File: src/hw/stdr_map.svh
// offsets, field positions, codes and counts of the scan data registers
`ifndef STDR_MAP_SVH
`define STDR_MAP_SVH
`define STDR_IR_W 3
`define STDR_ASR_W 5
`define STDR_ID_W 32
`define STDR_CHANNELS 8
`define STDR_SYNC_W 7
`define STDR_INS_EXTEST 3'h0
`define STDR_INS_ANALOG 3'h2
`define STDR_INS_SAMPLE 3'h4
`define STDR_INS_IDCODE 3'h6
`define STDR_INS_BYPASS 3'h7
`define STDR_INS_RESET 3'h6
`define STDR_IR_CAPTURE 3'h1
`define STDR_ASR_RESET 5'h00
`define STDR_ASR_CONNECT_BIT 4
`define STDR_ASR_TX_BIT 3
`define STDR_ID_REV_LSB 28
`define STDR_ID_PART_LSB 12
`define STDR_ID_MAKER_LSB 1
`define STDR_ID_FIXED_ONE 1'h1
`endif

File: src/hw/stdr_pkg.sv
// types shared by the scan data register block
package stdr_pkg;
   typedef enum logic [3:0] {
      STDR_PATH_PIN = 4'h1,
      STDR_PATH_ASR = 4'h2,
      STDR_PATH_ID  = 4'h4,
      STDR_PATH_BYP = 4'h8
   } stdr_path_type;
endpackage

File: src/hw/stdr_ana_if.sv
// analog port select code and decoded line pair connections
`timescale 1ns/1ns
`default_nettype none
`include "stdr_map.svh"
interface stdr_ana_if;
   logic [`STDR_ASR_W-1:0] code;
   logic active;
   logic [`STDR_CHANNELS-1:0] tx_sel;
   logic [`STDR_CHANNELS-1:0] rx_sel;
   modport ctl (output code, output active, input tx_sel, input rx_sel);
   modport dec (input code, input active, output tx_sel, output rx_sel);
endinterface // stdr_ana_if
`default_nettype wire

File: src/hw/stdr_ana_dec.sv
// decodes the analog port select code into one-hot line pair connections
`timescale 1ns/1ns
`default_nettype none
`include "stdr_map.svh"
module stdr_ana_dec #(
   parameter int CH_N = `STDR_CHANNELS
) (
   stdr_ana_if.dec ana
);
   if (CH_N != 8) begin : g_chk
      $error("stdr_ana_dec: three code bits serve exactly eight channels");
   end

   // code 111 on the low bits is channel 0, 000 is channel 7
   for (genvar ch = 0; ch < CH_N; ch++) begin : g_ch
      localparam logic [2:0] CH_CODE = 3'(CH_N - 1 - ch);
      logic hit;
      assign hit = ana.active && ana.code[`STDR_ASR_CONNECT_BIT] && (ana.code[2:0] == CH_CODE);
      assign ana.tx_sel[ch] = hit && ana.code[`STDR_ASR_TX_BIT];
      assign ana.rx_sel[ch] = hit && !ana.code[`STDR_ASR_TX_BIT];
   end
endmodule // stdr_ana_dec
`default_nettype wire

File: src/hw/stdr_sync.sv
// two-stage synchroniser for a group of asynchronous inputs
`timescale 1ns/1ns
`default_nettype none
module stdr_sync #(
   parameter int W = 1
) (
   input wire logic clk_i,
   input wire logic reset_n_i,
   input wire logic [W-1:0] async_i,
   output logic [W-1:0] sync_o
);
   logic [W-1:0] meta_q;

   if (W < 1) begin : g_chk
      $error("stdr_sync: width must be at least one");
   end

   always_ff @(posedge clk_i or negedge reset_n_i) begin
      if (!reset_n_i) begin
         meta_q <= '0;
         sync_o <= '0;
      end else begin
         meta_q <= async_i;
         sync_o <= meta_q;
      end
   end
endmodule // stdr_sync
`default_nettype wire

File: src/hw/stdr_top.sv
// instruction decode and test data registers behind the scan test port
//
// Overview of operation
// - five-bit register selects analog line pair
// - analog instruction puts select register in path
// - five test clock edges load full code
// - select code shifts in least bit first
// - codes 11111..11000 reach transmit pairs 0..7
// - codes 10111..10000 reach receive pairs 0..7
// - identification holds revision, part, maker fields
// - identification bit zero is one, lsb first
// - one-bit bypass register links input to output
// - three-bit instruction register, lsb first
// - 000 selects pin chain, drives outputs
// - 010 selects select register, enables analog
// - 100 samples pins, normal paths kept
// - 110 connects identification register to output
// - 111 routes data through bypass register
`timescale 1ns/1ns
`default_nettype none
`include "stdr_map.svh"
module stdr_top #(
   parameter logic [3:0] ID_REVISION = 4'h0,   // arbitrary value
   parameter logic [15:0] ID_PART = 16'h0000,  // arbitrary value
   parameter logic [10:0] ID_MAKER = 11'h000   // arbitrary value
) (
   input wire logic clk_i,
   input wire logic reset_n_i,
   input wire logic tck_i,
   input wire logic tdi_i,
   input wire logic ir_select_i,
   input wire logic capture_i,
   input wire logic shift_i,
   input wire logic update_i,
   input wire logic pin_scan_chain_tdo_i,
   output logic tdo_o,
   output logic tdo_oe_o,
   output logic pin_scan_chain_sel_o,
   output logic pin_scan_chain_drive_o,
   output logic pin_scan_chain_capture_o,
   output logic pin_scan_chain_shift_o,
   output logic pin_scan_chain_update_o,
   output logic pin_scan_chain_tdi_o,
   output logic analog_probe_active_o,
   output logic [`STDR_CHANNELS-1:0] analog_tx_pair_o,
   output logic [`STDR_CHANNELS-1:0] analog_rx_pair_o,
   output logic [`STDR_IR_W-1:0] instr_o
);
   // ------------------------------------------------------------
   // input synchronisation and test clock edges
   // ------------------------------------------------------------
   logic [`STDR_SYNC_W-1:0] sync_s;
   logic tck_s, tdi_s, ir_sel_s, capture_s, shift_s, update_s, pin_tdo_s;
   logic tck_prev_q;
   logic tck_rise, tck_fall;

   stdr_sync #(
      .W(`STDR_SYNC_W)
   ) u_sync (
      .clk_i(clk_i),
      .reset_n_i(reset_n_i),
      .async_i({tck_i, tdi_i, ir_select_i, capture_i, shift_i, update_i, pin_scan_chain_tdo_i}),
      .sync_o(sync_s)
   );

   assign {tck_s, tdi_s, ir_sel_s, capture_s, shift_s, update_s, pin_tdo_s} = sync_s;

   always_ff @(posedge clk_i or negedge reset_n_i) begin
      if (!reset_n_i) begin
         tck_prev_q <= 1'h0;
      end else begin
         tck_prev_q <= tck_s;
      end
   end

   assign tck_rise = tck_s && !tck_prev_q;
   assign tck_fall = !tck_s && tck_prev_q;

   // ------------------------------------------------------------
   // instruction register
   // ------------------------------------------------------------
   logic [`STDR_IR_W-1:0] ir_sh_q;
   logic [`STDR_IR_W-1:0] instr_q;
   logic ir_step, dr_step;

   assign ir_step = tck_rise && ir_sel_s;
   assign dr_step = tck_rise && !ir_sel_s;

   always_ff @(posedge clk_i or negedge reset_n_i) begin
      if (!reset_n_i) begin
         ir_sh_q <= `STDR_IR_CAPTURE;
      end else if (ir_step && capture_s) begin
         ir_sh_q <= `STDR_IR_CAPTURE;
      end else if (ir_step && shift_s) begin
         ir_sh_q <= {tdi_s, ir_sh_q[`STDR_IR_W-1:1]};
      end
   end

   always_ff @(posedge clk_i or negedge reset_n_i) begin
      if (!reset_n_i) begin
         instr_q <= `STDR_INS_RESET;
      end else if (ir_step && update_s) begin
         instr_q <= ir_sh_q;
      end
   end

   // ------------------------------------------------------------
   // data path selection
   // ------------------------------------------------------------
   function automatic stdr_pkg::stdr_path_type path_of(input logic [`STDR_IR_W-1:0] ins);
      stdr_pkg::stdr_path_type p;
      p = stdr_pkg::STDR_PATH_BYP;
      if (ins == `STDR_INS_EXTEST || ins == `STDR_INS_SAMPLE) begin
         p = stdr_pkg::STDR_PATH_PIN;
      end else if (ins == `STDR_INS_ANALOG) begin
         p = stdr_pkg::STDR_PATH_ASR;
      end else if (ins == `STDR_INS_IDCODE) begin
         p = stdr_pkg::STDR_PATH_ID;
      end else begin
         p = stdr_pkg::STDR_PATH_BYP;
      end
      return p;
   endfunction

   stdr_pkg::stdr_path_type path;
   logic analog_on;

   assign path = path_of(instr_q);
   assign analog_on = (instr_q == `STDR_INS_ANALOG);

   // ------------------------------------------------------------
   // analog port select, identification and bypass registers
   // ------------------------------------------------------------
   logic [`STDR_ASR_W-1:0] asr_q;
   logic [`STDR_ID_W-1:0] id_sh_q;
   logic [`STDR_ID_W-1:0] id_value;
   logic byp_q;

   assign id_value = {ID_REVISION, ID_PART, ID_MAKER, `STDR_ID_FIXED_ONE};

   // select register, lsb first, reset disconnected
   always_ff @(posedge clk_i or negedge reset_n_i) begin
      if (!reset_n_i) begin
         asr_q <= `STDR_ASR_RESET;
      end else if (dr_step && shift_s && path == stdr_pkg::STDR_PATH_ASR) begin
         asr_q <= {tdi_s, asr_q[`STDR_ASR_W-1:1]};
      end
   end

   always_ff @(posedge clk_i or negedge reset_n_i) begin
      if (!reset_n_i) begin
         id_sh_q <= '0;
      end else if (dr_step && path == stdr_pkg::STDR_PATH_ID) begin
         if (capture_s) begin
            id_sh_q <= id_value;
         end else if (shift_s) begin
            id_sh_q <= {tdi_s, id_sh_q[`STDR_ID_W-1:1]};
         end
      end
   end

   always_ff @(posedge clk_i or negedge reset_n_i) begin
      if (!reset_n_i) begin
         byp_q <= 1'h0;
      end else if (dr_step && path == stdr_pkg::STDR_PATH_BYP) begin
         if (capture_s) begin
            byp_q <= 1'h0;
         end else if (shift_s) begin
            byp_q <= tdi_s;
         end
      end
   end

   // ------------------------------------------------------------
   // serial output, changes on the falling test clock edge
   // ------------------------------------------------------------
   logic dr_bit;
   logic tdo_q, tdo_oe_q;

   always_comb begin
      dr_bit = byp_q;
      case (path)
         stdr_pkg::STDR_PATH_PIN: dr_bit = pin_tdo_s;
         stdr_pkg::STDR_PATH_ASR: dr_bit = asr_q[0];
         stdr_pkg::STDR_PATH_ID: dr_bit = id_sh_q[0];
         default: dr_bit = byp_q;
      endcase
   end

   always_ff @(posedge clk_i or negedge reset_n_i) begin
      if (!reset_n_i) begin
         tdo_q <= 1'h0;
         tdo_oe_q <= 1'h0;
      end else if (tck_fall) begin
         tdo_q <= ir_sel_s ? ir_sh_q[0] : dr_bit;
         tdo_oe_q <= shift_s;
      end
   end

   assign tdo_o = tdo_q;
   assign tdo_oe_o = tdo_oe_q;
   assign instr_o = instr_q;

   // ------------------------------------------------------------
   // pin scan chain control
   // ------------------------------------------------------------
   logic pin_path;

   assign pin_path = (path == stdr_pkg::STDR_PATH_PIN);

   // chain select, capture and output drive
   always_ff @(posedge clk_i or negedge reset_n_i) begin
      if (!reset_n_i) begin
         pin_scan_chain_sel_o <= 1'h0;
         pin_scan_chain_drive_o <= 1'h0;
         pin_scan_chain_capture_o <= 1'h0;
         pin_scan_chain_shift_o <= 1'h0;
         pin_scan_chain_update_o <= 1'h0;
         pin_scan_chain_tdi_o <= 1'h0;
      end else begin
         pin_scan_chain_sel_o <= pin_path;
         pin_scan_chain_drive_o <= (instr_q == `STDR_INS_EXTEST);
         pin_scan_chain_capture_o <= dr_step && pin_path && capture_s;
         pin_scan_chain_shift_o <= dr_step && pin_path && shift_s;
         pin_scan_chain_update_o <= dr_step && pin_path && update_s;
         pin_scan_chain_tdi_o <= tdi_s;
      end
   end

   // ------------------------------------------------------------
   // analog line pair connection
   // ------------------------------------------------------------
   stdr_ana_if ana ();

   assign ana.code = asr_q;
   assign ana.active = analog_on;

   stdr_ana_dec #(
      .CH_N(`STDR_CHANNELS)
   ) u_dec (
      .ana(ana)
   );

   always_ff @(posedge clk_i or negedge reset_n_i) begin
      if (!reset_n_i) begin
         analog_tx_pair_o <= '0;
         analog_rx_pair_o <= '0;
         analog_probe_active_o <= 1'h0;
      end else begin
         analog_tx_pair_o <= ana.tx_sel;
         analog_rx_pair_o <= ana.rx_sel;
         analog_probe_active_o <= analog_on;
      end
   end
endmodule // stdr_top
`default_nettype wire
File: config.mk
export PLATFORM = sky130hd
export DESIGN_NAME = stdr_top
export DESIGN_NICKNAME = d
export VERILOG_FILES = /design/src/hw/stdr_pkg.sv /design/src/hw/stdr_ana_if.sv /design/src/hw/stdr_ana_dec.sv /design/src/hw/stdr_sync.sv /design/src/hw/stdr_top.sv
export VERILOG_INCLUDE_DIRS = /design/src /design/src/hw
export SDC_FILE = /design/constraint.sdc
export NUM_CORES = 1
export LEC_CHECK = 0
export BUFFER_PORTS_ARGS = -buffer_cell sky130_fd_sc_hd__buf_2
export CAP_MARGIN = 20
export CORE_MARGIN = 5
export CORE_UTILIZATION = 40
export CTS_CLUSTER_SIZE = 14
export DETAILED_ROUTE_END_ITERATION = 8
export GPL_TIMING_DRIVEN = 0
export PLACE_DENSITY = 0.67
export RECOVER_POWER = 100
export SLEW_MARGIN = 5
export SYNTH_ARGS = -nofsm -noshare
export SYNTH_HDL_FRONTEND = slang
export SYNTH_SLANG_ARGS = --single-unit
File: constraint.sdc
create_clock -name clk_i -period 3.7 [get_ports clk_i]
set_clock_uncertainty 0.15 [all_clocks]
set_input_delay 0.925 -clock clk_i [delete_from_list [all_inputs] [get_ports clk_i]]
set_output_delay 0.925 -clock clk_i [all_outputs]
set_load 0.1 [all_outputs]
==> flow_metrics.py <==
metrics = {
    "drt": {
        "drt_first_pass_iters": 4,
        "wl_per_cell_um": 13.5,
        "via_count": 1729,
        "wirelength_um": 5090,
        "vias_per_cell": 4.57,
        "antenna_left": 0,
        "initialDrtViolationCount": 49,
        "drc": 0,
    },
    "sta": {
        "rsz0062_at_grt": "no",
        "hold_viol": 0,
        "worst_slew_pin_slew_ns": 2.09,
        "period_share_pct": 80.7,
        "drv_slew": 39,
        "tns_ns": 0,
        "setup_viol": 0,
        "fmax_mhz": 335,
        "min_period_ns": 2.99,
        "slew_headroom_pct": -39.4,
    },
    "setup_path": {
        "crit_family": "buffers and inverters",
        "cp-start-kind": "flip-flop",
        "worstPathMaxFanout": 8,
        "path_buf_inv": 1,
        "critPathKind": "flip-flop to output port",
        "reg2regPathDepth": 5,
        "cp.arrival_ns": 1.91,
        "worstPathRequired_ns": 2.62,
        "cp-end-kind": "output port",
        "slowest_delay_ns": 0.91,
        "slowest_stage": "clkbuf_1",
        "crit_cells": 1,
        "cp_cell_sequence": "clkbuf_1",
    },
    "yosys": {
        "synth.top_cells.by_count": "81 x dfrtp_1, 33 x nor2b_1, 29 x mux2_4",
        "synth_area_leaders": "dfrtp_1 61%, mux2_4 13%, nor2b_1 6.2%",
        "yosysSeqAreaShare_pct": 63.6,
        "async_flop_share_pct": 100,
        "ys.flop_type": "dfrtp_1",
        "syn_area_mm2": 0.00331,
        "synth_edf_count": 0,
        "ys_types": 30,
        "yosys.area.top_type": "dfrtp_1",
        "synth_cells": 220,
        "synth_top_area_share_pct": 61.2,
        "avgSynthCellArea_um2": 15.1,
        "synth_warnings": 0,
        "yosysMostFrequentCell": "dfrtp_1",
        "ys_ff_latch": 84,
        "syn_nets": 229,
    },
    "global_routing": {
        "antenna_found_initial": 0,
        "grt_pass1_vias": 1890,
        "grt-ovfl-total": 0,
        "grt_max_degree": 47,
        "grt.total_usage_pct": 11.5,
        "grt_first_pass_wirelength_um": 9030,
    },
    "cts": {
        "cts_tree": "done",
        "postCtsSetupRepairBufs": 0,
        "cts_root_buf": "clkbuf_8",
        "htree_levels": 3,
        "cts.path.max_buffers": 2,
        "cts_sinks": 84,
        "clk_pin_slew_ns": 0.08,
        "insertion_delay_ns": 0.35,
        "cts_made_buffers": 9,
        "holdBufCountCts": 0,
        "cts_resized": 0,
    },
    "die": {
        "dieArea_mm2": 0.0102,
        "core-area_mm2": 0.00813,
        "initial_utilization_pct": 40.7,
        "fp-row-count": 33,
        "die_x_um": 101,
        "die_y_um": 101,
        "io_pins": 37,
    },
    "layout": {
        "syn2layout_area_growth_pct": 10.3,
        "drive_above_1_share_pct": 15.8,
        "diodes": 0,
        "nets": 277,
    },
    "hold_path": {
        "holdPathStages": 0,
        "holdCritPathClass": "flip-flop to flip-flop",
    },
    "status": {
        "violations": "max-capacitance violations, max-slew violations",
        "status": "finished with violations",
    },
    "run": {
        "maxCapViolCount": 1,
    },
    "power_and_ir_drop": {
        "p_per_area_mw_per_mm2": 530,
        "leakagePower_uw": 0.00174,
        "power_uw": 1940,
        "peakVddDrop_mv": 0.280,
    },
    "placement": {
        "port_buffers": 36,
        "gp_congestion": 0.732,
        "dp_hpwl_um": 3520,
    },
}
-- layout by cell type (no fill, tap or decap), types with 3 or more instances in the layout --
cell type / Yosys / final
dfrtp_1: 81 / 81
mux2_2: 14 / 14
clkinvlp_4: 0 / 3
nand3b_1: 3 / 3
mux2_4: 29 / 3
mux2_1: 0 / 26
and3_1: 3 / 3
nand2b_1: 3 / 3
nor2b_1: 33 / 34
nor3_1: 5 / 5
buf_2: 0 / 7
clkbuf_1: 4 / 38
clkbuf_8: 0 / 10
nor2_1: 16 / 16
-- state kept, by name, indices dropped and copies added (netlist names) --
| register | cells |
|---|---|
| tck_prev_q | 1 |
| pin_scan_chain_capture_o | 1 |
| instr_o | 3 |
| byp_q | 1 |
| pin_scan_chain_sel_o | 1 |
| tdo_oe_o | 1 |
| id_sh_q | 32 |
| tdo_o | 1 |
| pin_scan_chain_tdi_o | 1 |
| u_sync.meta_q | 7 |
| pin_scan_chain_update_o | 1 |
| pin_scan_chain_drive_o | 1 |
| ana.code | 5 |
| pin_scan_chain_shift_o | 1 |
| analog_tx_pair_o | 8 |
| analog_probe_active_o | 1 |
| ir_sh_q | 3 |
| u_sync.sync_o | 7 |
| analog_rx_pair_o | 8 |
-- metrics by stage --
| step | util, % | worst slack [ns] | instances | hold slack, ns | area [um^2] |
|---|---|---|---|---|---|
| detailed placement | 44.8 | 1.59 | 362 | 0.185 | 3650 |
| finish | 44.9 | 0.715 | 378 | 0.202 | 3650 |
| CTS | 47.3 | 1.19 | 378 | 0.202 | 3850 |
| floorplan | - | 1.50 | 220 | 0.181 | 3310 |
| global route | 44.9 | 0.641 | 378 | 0.208 | 3650 |
| global placement | 44.6 | 0.922 | 361 | 0.182 | 3620 |
-- worst register-to-register path, cell delays in order, from the launching register on --
cell,delay (ns)
dfstp_1,0.64
nor2b_1,0.28
and4b_1,0.22
clkbuf_1,0.20
clkbuf_1,0.49
mux2_1,0.39
-- cells by family (layout without fill, tap and decap cells) --
group	count (synthesis)	after routing	synth area share, %
buffers and inverters	11	64	2.95
flip-flops	84	84	63.6
AO/OA/AOI/OAI	5	5	1.10
AND/OR/NAND/NOR	75	75	13.9
multiplexers	45	45	18.5
-- routing by layer --
| layer | global-route usage, % | up-vias | wire length, um |
|---|---|---|---|
| li1 | - | 834 | - |
| met1 | 15.0 | 852 | 2310 |
| met2 | 16.9 | 34 | 2360 |
| met3 | 4.43 | 9 | 310 |
| met4 | 5.32 | 0 | 99 |
| met5 | 0 | - | 0 |
-- path summary, 6_finish.rpt --
path | startpoint | end | slack, ns
max | instr_o[2] | instr_o[2] | 0.71
min | u_sync.meta_q[6] | u_sync.sync_o[6] | 0.20
max reg2reg | instr_o[1] | id_sh_q[18] | 1.21
min reg2reg | u_sync.meta_q[6] | u_sync.sync_o[6] | 0.20
max in group asynchronous | reset_n_i | id_sh_q[13] | 1.18
min in group asynchronous | reset_n_i | id_sh_q[27] | 1.03
-- report_power, final --
| part | total [uW] | leakage [uW] | internal (uW) | switching (uW) |
|---|---|---|---|---|
| Sequential | 1000 | 0.00111 | 965 | 34.6 |
| Clock | 647 | 0.0000918 | 331 | 316 |
| Combinational | 288 | 0.000531 | 47.2 | 241 |
| Total | 1940 | 0.00174 | 1340 | 592 |
-- cell type report --
type,count,area [um^2]
Clock buffer,11,141
Inverter,2,7.51
Clock inverter,5,61.3
Multi-Input combinational cell,125,1010
Tap cell,105,131
Buffer,9,33.8
Sequential cell,84,2110
Timing Repair Buffer,37,164
Fill cell,747,4480
No activity file was read; power rests on OpenSTA's default activity.
